==> src/core/ric_pkg.sv <==
package ric_pkg;
  localparam logic [15:0] system_config_0_addr = 16'h1010;
  localparam logic [15:0] timer1_control_2_addr = 16'h104A;
  localparam logic [15:0] ext_irq_1_ctrl_addr = 16'h1017;
  localparam logic [15:0] ext_irq_2_ctrl_addr = 16'h1018;
  localparam logic [15:0] ext_irq_3_ctrl_addr = 16'h1019;
  localparam logic [15:0] system_config_2_addr = 16'h1012;
  localparam logic [15:0] vector_low_addr = 16'h7FFF;
  localparam logic [15:0] vector_high_addr = 16'h7FFE;
  localparam int power_up_bit = 7;
  localparam int osc_fault_bit = 4;
  localparam int wd_timeout_bit = 5;
  localparam int xi_enable_bit = 0;
  localparam int xi_polarity_bit = 1;
  localparam int xi_priority_bit = 4;
  localparam int xi_flag_bit = 7;
  localparam int privilege_disable_bit = 0;
  localparam int nmi_select_bit = 1;
  localparam logic [7:0] status_reset = 8'h00;
  localparam logic [7:0] stack_reset = 8'h01;
  localparam logic [7:0] reg_ab_reset = 8'h00;
  localparam logic [7:0] xi_ctrl_reset = 8'h00;
  localparam logic [7:0] sc2_reset = 8'h00;
  localparam int status_l1_mask_bit = 2;
  localparam int status_l2_mask_bit = 3;
  localparam int pin_low_cycles = 8;
  localparam int start_cycles = 20;
  localparam int num_sys_irq = 9;
  typedef struct packed {
    logic [15:0] addr;
    logic wr;
    logic rd;
    logic [7:0] wdata;
  } ric_bus_type;
  typedef struct packed {
    logic [7:0] cpu_status_reg;
    logic [7:0] stack_pointer;
    logic [7:0] pc_low_byte;
    logic [7:0] pc_high_byte;
  } ric_cpu_init_type;
endpackage

==> src/core/ric_top.sv <==
`timescale 1ns/1ps
module ric_top #(
  parameter int num_irq = ric_pkg::num_sys_irq
) (
  input wire logic sys_clk,
  input wire logic nrst,
  input wire logic reset_pin_in,
  output logic reset_pin_out,
  output logic reset_pin_oe,
  input wire logic power_up,
  input wire logic osc_fault,
  input wire logic wd_bad_key,
  input wire logic wd_timeout,
  input wire logic mode_control_pin,
  input wire logic [2:0] ext_irq_in,
  input wire logic [num_irq-1:0] periph_irq,
  input wire logic [num_irq-1:0] periph_level1,
  input wire logic [7:0] cpu_status_reg,
  input wire logic insn_done,
  input wire ric_pkg::ric_bus_type bus,
  output logic [7:0] rdata,
  output logic mode_latched,
  output logic cpu_reset,
  output logic clear_reg_ab,
  output ric_pkg::ric_cpu_init_type cpu_init,
  output logic vec_read,
  output logic [15:0] vec_addr,
  input wire logic [7:0] vec_data,
  output logic opcode_fetch,
  output logic irq_take,
  output logic [3:0] irq_index
);
  logic rst_s1;
  logic rst_n;
  always_ff @(posedge sys_clk or negedge nrst) begin
    if (!nrst) begin
      rst_s1 <= 1'b0;
      rst_n <= 1'b0;
    end else begin
      rst_s1 <= 1'b1;
      rst_n <= rst_s1;
    end
  end

  logic [3:0] sync_in;
  logic [3:0] sync_out;
  logic pin_low;
  logic [2:0] xi_s;
  assign sync_in = {ext_irq_in, reset_pin_in};
  ric_sync #(.width(4)) u_sync (
    .sys_clk(sys_clk),
    .rst_n(rst_n),
    .din(sync_in),
    .dout(sync_out)
  );
  assign pin_low = ~sync_out[0];
  assign xi_s = sync_out[3:1];

  typedef enum logic [2:0] {
    ric_run, ric_hold, ric_wait, ric_vlo, ric_vhi, ric_fetch
  } ric_state_type;
  ric_state_type state;
  logic [4:0] cnt;
  logic [3:0] drive_cnt;
  logic internal_src;
  logic any_src;
  logic we;
  assign internal_src = wd_bad_key | wd_timeout | osc_fault | power_up;
  assign any_src = internal_src | pin_low;

  // Pin readback ignored while driving and for the two synchroniser cycles after
  // Otherwise the echo of our own drive would restart it forever
  logic [1:0] oe_hist;
  logic ext_low;
  always_ff @(posedge sys_clk or negedge rst_n) begin
    if (!rst_n) begin
      oe_hist <= '1;
    end else begin
      oe_hist <= {oe_hist[0], reset_pin_oe};
    end
  end
  assign ext_low = pin_low & ~reset_pin_oe & ~(|oe_hist);

  // Pin drive counter; restarts while an internal cause stays active, or when the pin reads low outside the masked window
  always_ff @(posedge sys_clk or negedge rst_n) begin
    if (!rst_n) begin
      drive_cnt <= 4'(ric_pkg::pin_low_cycles);
    end else if (internal_src || ext_low) begin
      drive_cnt <= 4'(ric_pkg::pin_low_cycles);
    end else if (drive_cnt != 4'h0) begin
      drive_cnt <= drive_cnt - 4'h1;
    end
  end
  assign reset_pin_oe = (drive_cnt != 4'h0) | internal_src;
  assign reset_pin_out = 1'b0;

  always_ff @(posedge sys_clk or negedge rst_n) begin
    if (!rst_n) begin
      state <= ric_hold;
      cnt <= 5'h00;
    end else if (internal_src || pin_low || reset_pin_oe) begin
      state <= ric_hold;
      cnt <= 5'h00;
    end else begin
      unique case (state)
        ric_run: begin
          state <= ric_run;
        end
        ric_hold: begin
          state <= ric_wait;
          cnt <= 5'h01;
        end
        ric_wait: begin
          cnt <= cnt + 5'h01;
          if (cnt == 5'(ric_pkg::start_cycles - 3)) begin
            state <= ric_vlo;
          end
        end
        ric_vlo: begin
          cnt <= cnt + 5'h01;
          state <= ric_vhi;
        end
        ric_vhi: begin
          cnt <= cnt + 5'h01;
          state <= ric_fetch;
        end
        ric_fetch: begin
          state <= ric_run;
        end
      endcase
    end
  end
  assign cpu_reset = (state != ric_run) && (state != ric_fetch);
  assign clear_reg_ab = (state == ric_hold);
  assign vec_read = (state == ric_vlo) || (state == ric_vhi);
  assign vec_addr = (state == ric_vhi) ? ric_pkg::vector_high_addr : ric_pkg::vector_low_addr;
  assign opcode_fetch = (state == ric_fetch);

  always_ff @(posedge sys_clk or negedge rst_n) begin
    if (!rst_n) begin
      cpu_init <= {ric_pkg::status_reset, ric_pkg::stack_reset, 8'h00, 8'h00};
    end else if (state == ric_hold) begin
      cpu_init.cpu_status_reg <= ric_pkg::status_reset;
      cpu_init.stack_pointer <= ric_pkg::stack_reset;
    end else if (state == ric_vlo) begin
      cpu_init.pc_low_byte <= vec_data;
    end else if (state == ric_vhi) begin
      cpu_init.pc_high_byte <= vec_data;
    end
  end

  // Mode level sampled every ric_hold cycle; last value before leaving ric_hold stays
  always_ff @(posedge sys_clk or negedge rst_n) begin
    if (!rst_n) begin
      mode_latched <= 1'b0;
    end else if (state == ric_hold) begin
      mode_latched <= mode_control_pin;
    end
  end

  // Source flags have no asynchronous reset so that they survive reset
  logic flag_power_up;
  logic flag_osc;
  logic flag_wd;
  assign we = bus.wr;
  always_ff @(posedge sys_clk) begin
    if (power_up) begin
      flag_power_up <= 1'b1;
    end else if (we && bus.addr == ric_pkg::system_config_0_addr && !bus.wdata[ric_pkg::power_up_bit]) begin
      flag_power_up <= 1'b0;
    end
    if (osc_fault) begin
      flag_osc <= 1'b1;
    end else if (we && bus.addr == ric_pkg::system_config_0_addr && !bus.wdata[ric_pkg::osc_fault_bit]) begin
      flag_osc <= 1'b0;
    end
    if (wd_bad_key || wd_timeout) begin
      flag_wd <= 1'b1;
    end else if (we && bus.addr == ric_pkg::timer1_control_2_addr && !bus.wdata[ric_pkg::wd_timeout_bit]) begin
      flag_wd <= 1'b0;
    end
  end

  // External interrupt control, one register each
  logic [7:0] xi_ctrl [3];
  logic [2:0] xi_prev;
  logic [2:0] xi_edge;
  logic [7:0] sc2;
  logic soft_rst_n;
  assign soft_rst_n = ~cpu_reset;
  genvar g;
  generate
    for (g = 0; g < 3; g++) begin : g_xi
      logic [15:0] my_addr;
      assign my_addr = ric_pkg::ext_irq_1_ctrl_addr + 16'(g);
      assign xi_edge[g] = xi_ctrl[g][ric_pkg::xi_polarity_bit] ? (xi_s[g] & ~xi_prev[g])
                          : (~xi_s[g] & xi_prev[g]);
      always_ff @(posedge sys_clk or negedge rst_n) begin
        if (!rst_n) begin
          xi_ctrl[g] <= ric_pkg::xi_ctrl_reset;
          xi_prev[g] <= 1'b1;
        end else if (!soft_rst_n) begin
          xi_ctrl[g] <= ric_pkg::xi_ctrl_reset;
          xi_prev[g] <= xi_s[g];
        end else begin
          xi_prev[g] <= xi_s[g];
          if (we && bus.addr == my_addr) begin
            xi_ctrl[g][6:0] <= bus.wdata[6:0];
          end
          // Set wins over a software clear in the same cycle
          if (xi_edge[g]) begin
            xi_ctrl[g][ric_pkg::xi_flag_bit] <= 1'b1;
          end else if (we && bus.addr == my_addr) begin
            xi_ctrl[g][ric_pkg::xi_flag_bit] <= bus.wdata[ric_pkg::xi_flag_bit];
          end
        end
      end
    end
  endgenerate

  always_ff @(posedge sys_clk or negedge rst_n) begin
    if (!rst_n) begin
      sc2 <= ric_pkg::sc2_reset;
    end else if (!soft_rst_n) begin
      sc2 <= ric_pkg::sc2_reset;
    end else if (we && bus.addr == ric_pkg::system_config_2_addr) begin
      if (!sc2[ric_pkg::privilege_disable_bit]) begin
        sc2 <= bus.wdata;
      end else begin
        sc2[7:2] <= bus.wdata[7:2];
      end
    end
  end

  always_ff @(posedge sys_clk or negedge rst_n) begin
    if (!rst_n) begin
      rdata <= 8'h00;
    end else if (bus.rd) begin
      unique case (bus.addr)
        ric_pkg::system_config_0_addr:
          rdata <= {flag_power_up, 2'b00, flag_osc, 4'h0};
        ric_pkg::timer1_control_2_addr:
          rdata <= {2'b00, flag_wd, 5'h00};
        ric_pkg::ext_irq_1_ctrl_addr: rdata <= xi_ctrl[0];
        ric_pkg::ext_irq_2_ctrl_addr: rdata <= xi_ctrl[1];
        ric_pkg::ext_irq_3_ctrl_addr: rdata <= xi_ctrl[2];
        ric_pkg::system_config_2_addr: rdata <= sc2;
        default: rdata <= 8'h00;
      endcase
    end
  end

  // Externals take positions 0 to 2; peripheral lines fill the rest
  logic [num_irq-1:0] req;
  logic [num_irq-1:0] lvl1;
  logic nmi_req;
  logic arb_take;
  logic [3:0] arb_index;
  always_comb begin
    req = periph_irq;
    lvl1 = periph_level1;
    for (int i = 0; i < 3; i++) begin
      req[i] = xi_ctrl[i][ric_pkg::xi_flag_bit] & xi_ctrl[i][ric_pkg::xi_enable_bit];
      lvl1[i] = ~xi_ctrl[i][ric_pkg::xi_priority_bit];
    end
  end
  assign nmi_req = sc2[ric_pkg::nmi_select_bit] & xi_ctrl[0][ric_pkg::xi_flag_bit];
  ric_irq_arb #(.n(num_irq)) u_arb (
    .req(req),
    .level1_sel(lvl1),
    .level1_global_mask(cpu_status_reg[ric_pkg::status_l1_mask_bit]),
    .level2_global_mask(cpu_status_reg[ric_pkg::status_l2_mask_bit]),
    .nmi_req(nmi_req),
    .take(arb_take),
    .index(arb_index)
  );
  assign irq_take = arb_take & insn_done & ~cpu_reset;
  assign irq_index = arb_index;

  a_pin_low_eight: assert property (@(posedge sys_clk) disable iff (!rst_n)
    $rose(internal_src) |=> reset_pin_oe [*8]) else $error("reset pin drive too short");
  a_start_twenty: assert property (@(posedge sys_clk) disable iff (!rst_n)
    opcode_fetch |-> $past(state, 20) == ric_hold && $past(state, 19) == ric_wait)
    else $error("start sequence length wrong");
  a_vector_order: assert property (@(posedge sys_clk) disable iff (!rst_n)
    state == ric_vlo && !any_src && !reset_pin_oe |=> state == ric_vhi) else $error("vector order wrong");
  a_status_init: assert property (@(posedge sys_clk) disable iff (!rst_n)
    opcode_fetch |-> cpu_init.stack_pointer == ric_pkg::stack_reset) else $error("stack pointer not one");
  a_hold_reset: assert property (@(posedge sys_clk) disable iff (!rst_n)
    osc_fault |=> cpu_reset) else $error("reset released during fault");
  a_flag_sticky: assert property (@(posedge sys_clk) disable iff (!rst_n)
    wd_timeout |=> flag_wd) else $error("watchdog flag not set");
  a_irq_gated: assert property (@(posedge sys_clk) disable iff (!rst_n)
    irq_take |-> insn_done) else $error("interrupt taken mid instruction");
  a_nmi_wins: assert property (@(posedge sys_clk) disable iff (!rst_n)
    nmi_req && insn_done && !cpu_reset |-> irq_take && irq_index == 4'h0) else $error("nmi blocked");
  a_ext_drive: assert property (@(posedge sys_clk) disable iff (!rst_n)
    ext_low |=> reset_pin_oe) else $error("external reset not driven");
  a_clear_ab: assert property (@(posedge sys_clk) disable iff (!rst_n)
    clear_reg_ab |-> cpu_reset) else $error("register clear outside reset");
  a_xi_soft_clear: assert property (@(posedge sys_clk) disable iff (!rst_n)
    cpu_reset |=> xi_ctrl[1] == ric_pkg::xi_ctrl_reset) else $error("control not reset");
  a_mask_level1: assert property (@(posedge sys_clk) disable iff (!rst_n)
    irq_take && !nmi_req && !cpu_status_reg[ric_pkg::status_l1_mask_bit] |-> !lvl1[irq_index])
    else $error("masked level taken");
  a_nmi_lock: assert property (@(posedge sys_clk) disable iff (!rst_n)
    soft_rst_n && sc2[ric_pkg::privilege_disable_bit]
    |=> sc2[ric_pkg::nmi_select_bit] == $past(sc2[ric_pkg::nmi_select_bit]))
    else $error("nmi select changed while locked");
  c_fetch: cover property (@(posedge sys_clk) disable iff (!rst_n) opcode_fetch);
  c_irq: cover property (@(posedge sys_clk) disable iff (!rst_n) irq_take && irq_index != 4'h0);
  c_nmi: cover property (@(posedge sys_clk) disable iff (!rst_n) nmi_req && irq_take);
  c_ext_hold: cover property (@(posedge sys_clk) disable iff (!rst_n) ext_low);
  c_lock: cover property (@(posedge sys_clk) disable iff (!rst_n) nmi_req && sc2[ric_pkg::privilege_disable_bit]);
endmodule

==> src/core/ric_sync.sv <==
`timescale 1ns/1ps
module ric_sync #(
  parameter int width = 4
) (
  input wire logic sys_clk,
  input wire logic rst_n,
  input wire logic [width-1:0] din,
  output logic [width-1:0] dout
);
  logic [width-1:0] stage1;
  // Reset value high keeps the active-low pin idle
  always_ff @(posedge sys_clk or negedge rst_n) begin
    if (!rst_n) begin
      stage1 <= '1;
      dout <= '1;
    end else begin
      stage1 <= din;
      dout <= stage1;
    end
  end
endmodule

==> src/core/ric_irq_arb.sv <==
`timescale 1ns/1ps
module ric_irq_arb #(
  parameter int n = 9
) (
  input wire logic [n-1:0] req,
  input wire logic [n-1:0] level1_sel,
  input wire logic level1_global_mask,
  input wire logic level2_global_mask,
  input wire logic nmi_req,
  output logic take,
  output logic [3:0] index
);
  // Lowest position wins within a chain; level 1 beats level 2
  function automatic logic [4:0] first_set(input logic [n-1:0] v);
    logic [4:0] r;
    r = 5'h00;
    for (int i = n - 1; i >= 0; i--) begin
      if (v[i]) begin
        r = {1'b1, 4'(i)};
      end
    end
    return r;
  endfunction
  logic [4:0] hit1;
  logic [4:0] hit2;
  always_comb begin
    hit1 = first_set(req & level1_sel & {n{level1_global_mask}});
    hit2 = first_set(req & ~level1_sel & {n{level2_global_mask}});
    take = 1'b0;
    index = 4'h0;
    if (nmi_req) begin
      take = 1'b1;
      index = 4'h0;
    end else if (hit1[4]) begin
      take = 1'b1;
      index = hit1[3:0];
    end else if (hit2[4]) begin
      take = 1'b1;
      index = hit2[3:0];
    end
  end
endmodule

==> config.mk <==
export PLATFORM = sky130hd
export DESIGN_NAME = ric_top
export DESIGN_NICKNAME = d
export VERILOG_FILES = /design/src/core/ric_pkg.sv /design/src/core/ric_top.sv /design/src/core/ric_sync.sv /design/src/core/ric_irq_arb.sv
export SDC_FILE = /design/constraint.sdc
export NUM_CORES = 1
export LEC_CHECK = 0
export ABC_AREA = 1
export BUFFER_PORTS_ARGS = -buffer_cell sky130_fd_sc_hd__clkbuf_2
export CAP_MARGIN = 20
export CORE_MARGIN = 2
export CORE_UTILIZATION = 30
export DETAILED_ROUTE_END_ITERATION = 8
export HOLD_SLACK_MARGIN = 0.06
export SYNTH_ARGS = -nofsm -noshare
export SYNTH_HDL_FRONTEND = slang
export SYNTH_SLANG_ARGS = --single-unit
==> constraint.sdc <==
create_clock -name sys_clk -period 4.2 [get_ports sys_clk]
set_input_delay 0.84 -clock sys_clk [delete_from_list [all_inputs] [get_ports sys_clk]]
set_output_delay 0.84 -clock sys_clk [all_outputs]
set_load 0.02 [all_outputs]
==> impl_metrics.ini <==
[worst_setup_path]
worstPathMaxFanout = 7
path_buf_inv = 5
critical_path.slowest_cell = nor2_1
r2r-end = xi_ctrl[14]
r2r_setup_slack_ns = 2.34
worstPathArrival_ns = 2.11
max_stage_delay_ns = 0.20
critPathLaunchType = primary input
worstPathCellList = clkbuf_2 -> inv_2 -> nor2_1 -> inv_1 -> nand2_1 -> nor2_1 -> nand2_1 -> nor2_1 -> nand2_1 -> nand2_1 -> nand2_1 -> inv_1 -> clkbuf_2
r2r-start = state[0]
critical-path-top-delay-family = simple AND/OR/NAND/NOR gates
criticalPathCategory = in2out
crit_required_ns = 3.36
rr_worst_depth = 7
crit_top_cell = nand2_1
setup.worst_path.end_class = output pin

[power_and_ir_drop]
p_leak_nw = 2.89
p_per_area_nw_per_um2 = 341
ir_drop_mv = 0.234

[clock_network]
cts_sinks = 87
clock_path_buffers = 2
cts_root_buf = clkbuf_16
cts.clk_slew.worst_paths_ns = 0.06
cts_tree = yes
clk_latency_ns = 0.33
cts_setup_buffers = 0
hold_buffers = 0
htreeDepth = 3
post_cts_resized = 0
cts-buffers-inserted = 9

[floorplan]
dieArea_um2 = 16500
ios = 140
die_y_um = 129
rows = 45
coreArea_um2 = 15200
start_util_pct = 30.7
dieWidth_um = 129

[hold_path]
hold_path.class = reg2async

[drt]
drc_errors = 0
drt_wl_total_um = 11100
via_per_inst = 4.53
drt_iter0_drc = 156
via_count = 3946
dr.pass1.iters = 4
wl_per_cell_um = 12.7
ant_nets = 0

[grt]
grt-ovfl-total = 0
grt.total_usage_pct = 13.8
gr-usage-met3_pct = 4.16
grt_use_met2_pct = 22.8
antenna_found_initial = 0
grt_pass1_vias = 3757
grt_max_degree = 83
grt_busiest_layer = met2
use_met1_pct = 18.1
grt_pass1_wl_um = 18200

[sta]
hold_viol = 0
worst_pin_slew_ns = 0.855
slew_violations = 0
worst_slack_ns = 1.25
fmax_ghz = 0.339
min_period_over_period_pct = 70.3
maxSlewHeadroom_pct = 42.9
fin_hold_ws_ns = 0.277
rsz0062_at_grt = false
skew_ns = 0.00798
setup_viol = 0
tns_ns = 0
fin_crit_ns = 2.95

[placement]
port_buffers = 95
place_ws_ns = 1.24
place.gp.congestion = 0.855
dpl.hpwl_um = 8130

[yosys]
synth-seq-area-share_pct = 46.8
syn_inst = 581
yosys_warnings = 0
synth_cell_type_count = 41
synth_ff_type = dfrtp_1
synth_edf_count = 0
ys_ff_latch = 87
synth_area_um2 = 4660
syn_avg_cell_area_um2 = 8.02
async_flop_share_pct = 96.6

[run_status]
outcome = completed

[final_layout]
layout_commonest_cell = nand2_1
drive_gt1_share_pct = 24.4
area_growth_pct = 19.1
fin_nets = 755
utilization_pct = 36.5
final_cell_mix = nand2_1 (147), clkbuf_2 (95), dfrtp_1 (68), nand3_1 (67), inv_1 (60)
antennaDiodeCount = 0

[job]
maxCapViolCount = 0
## through the flow
stage	instance area, µm²	cells	power, mW
floorplan	4780	612	1.01
global placement	5200	855	1.04
detailed placement	5200	855	1.05
CTS	5520	871	1.91
global route	5550	872	1.98
finish	5550	872	1.89
## routing by layer
layer	wire length, µm	part of all wire, %
met5	0	0
met4	120	1.1
met3	808	7.3
met2	5130	46
met1	5020	45
## cells in the mapped netlist, types with 3 or more instances
cell	count	area, µm²
o21ai_1	15	75.1
o21ai_2	8	70.1
nand2_1	147	552
nand3_1	67	335
nor2_4	6	67.6
nor3_1	7	35.0
dfstp_2	15	394
ha_1	4	50.1
a21oi_1	6	30.0
inv_2	7	26.3
dfxtp_1	3	60.1
dfrtp_1	69	1730
buf_4	37	278
nand4_1	6	37.5
clkbuf_1	3	11.3
inv_1	60	225
nand3_2	4	40.0
o21ai_0	42	210
nor2_1	43	161
nand2_2	4	25.0
## state kept, by name (all words and copies together), names as in the netlist, 3 cells and up
| register | flops |
|---|---|
| xi_ctrl | 24 |
| cpu_init | 16 |
| rdata | 8 |
| sc2 | 8 |
| cnt | 5 |
| drive_cnt | 4 |
| u_sync.dout | 4 |
| u_sync.stage1 | 4 |
| state | 3 |
| xi_prev | 3 |
## report_power, final
group	switching [mW]	leakage [nW]	internal, mW	total, mW
registers	0.0127	1.06	0.856	0.869
clock network	0.322	0.156	0.538	0.860
logic	0.112	1.68	0.0527	0.165
## final cells by class
class | instances | area (µm²)
Tap cell | 188 | 235
Timing Repair Buffer | 97 | 510
Fill cell | 1629 | 9650
Clock inverter | 5 | 81.3
Multi-Input combinational cell | 416 | 2040
Clock buffer | 11 | 243
Sequential cell | 87 | 2180
Inverter | 68 | 258
## worst max-delay path by stage
stage                                  from           end  slack (ns)  cells after the start
after floorplan               periph_irq[7]  irq_index[2]        1.59                      6
after global placement    cpu_status_reg[2]  irq_index[0]        1.24                     13
after detailed placement  cpu_status_reg[2]  irq_index[0]        1.24                     13
after CTS                 cpu_status_reg[2]  irq_index[0]        1.23                     13
after global routing      cpu_status_reg[2]  irq_index[0]        1.04                     13
final                     cpu_status_reg[2]  irq_index[0]        1.25                     13
## logic make-up after synthesis
logic type / count (synthesis) / share of synthesized area (%)
buffers and inverters: 109 / 12.0
AO/OA/AOI/OAI: 82 / 10.3
AND/OR/NAND/NOR: 292 / 28.8
multiplexers: 1 / 0.242
adder cells (fa/ha/maj): 4 / 1.07
XOR/XNOR: 4 / 0.752
flip-flops: 87 / 46.8
other: 2 / 0.161
(Power assumes the default switching activity.)
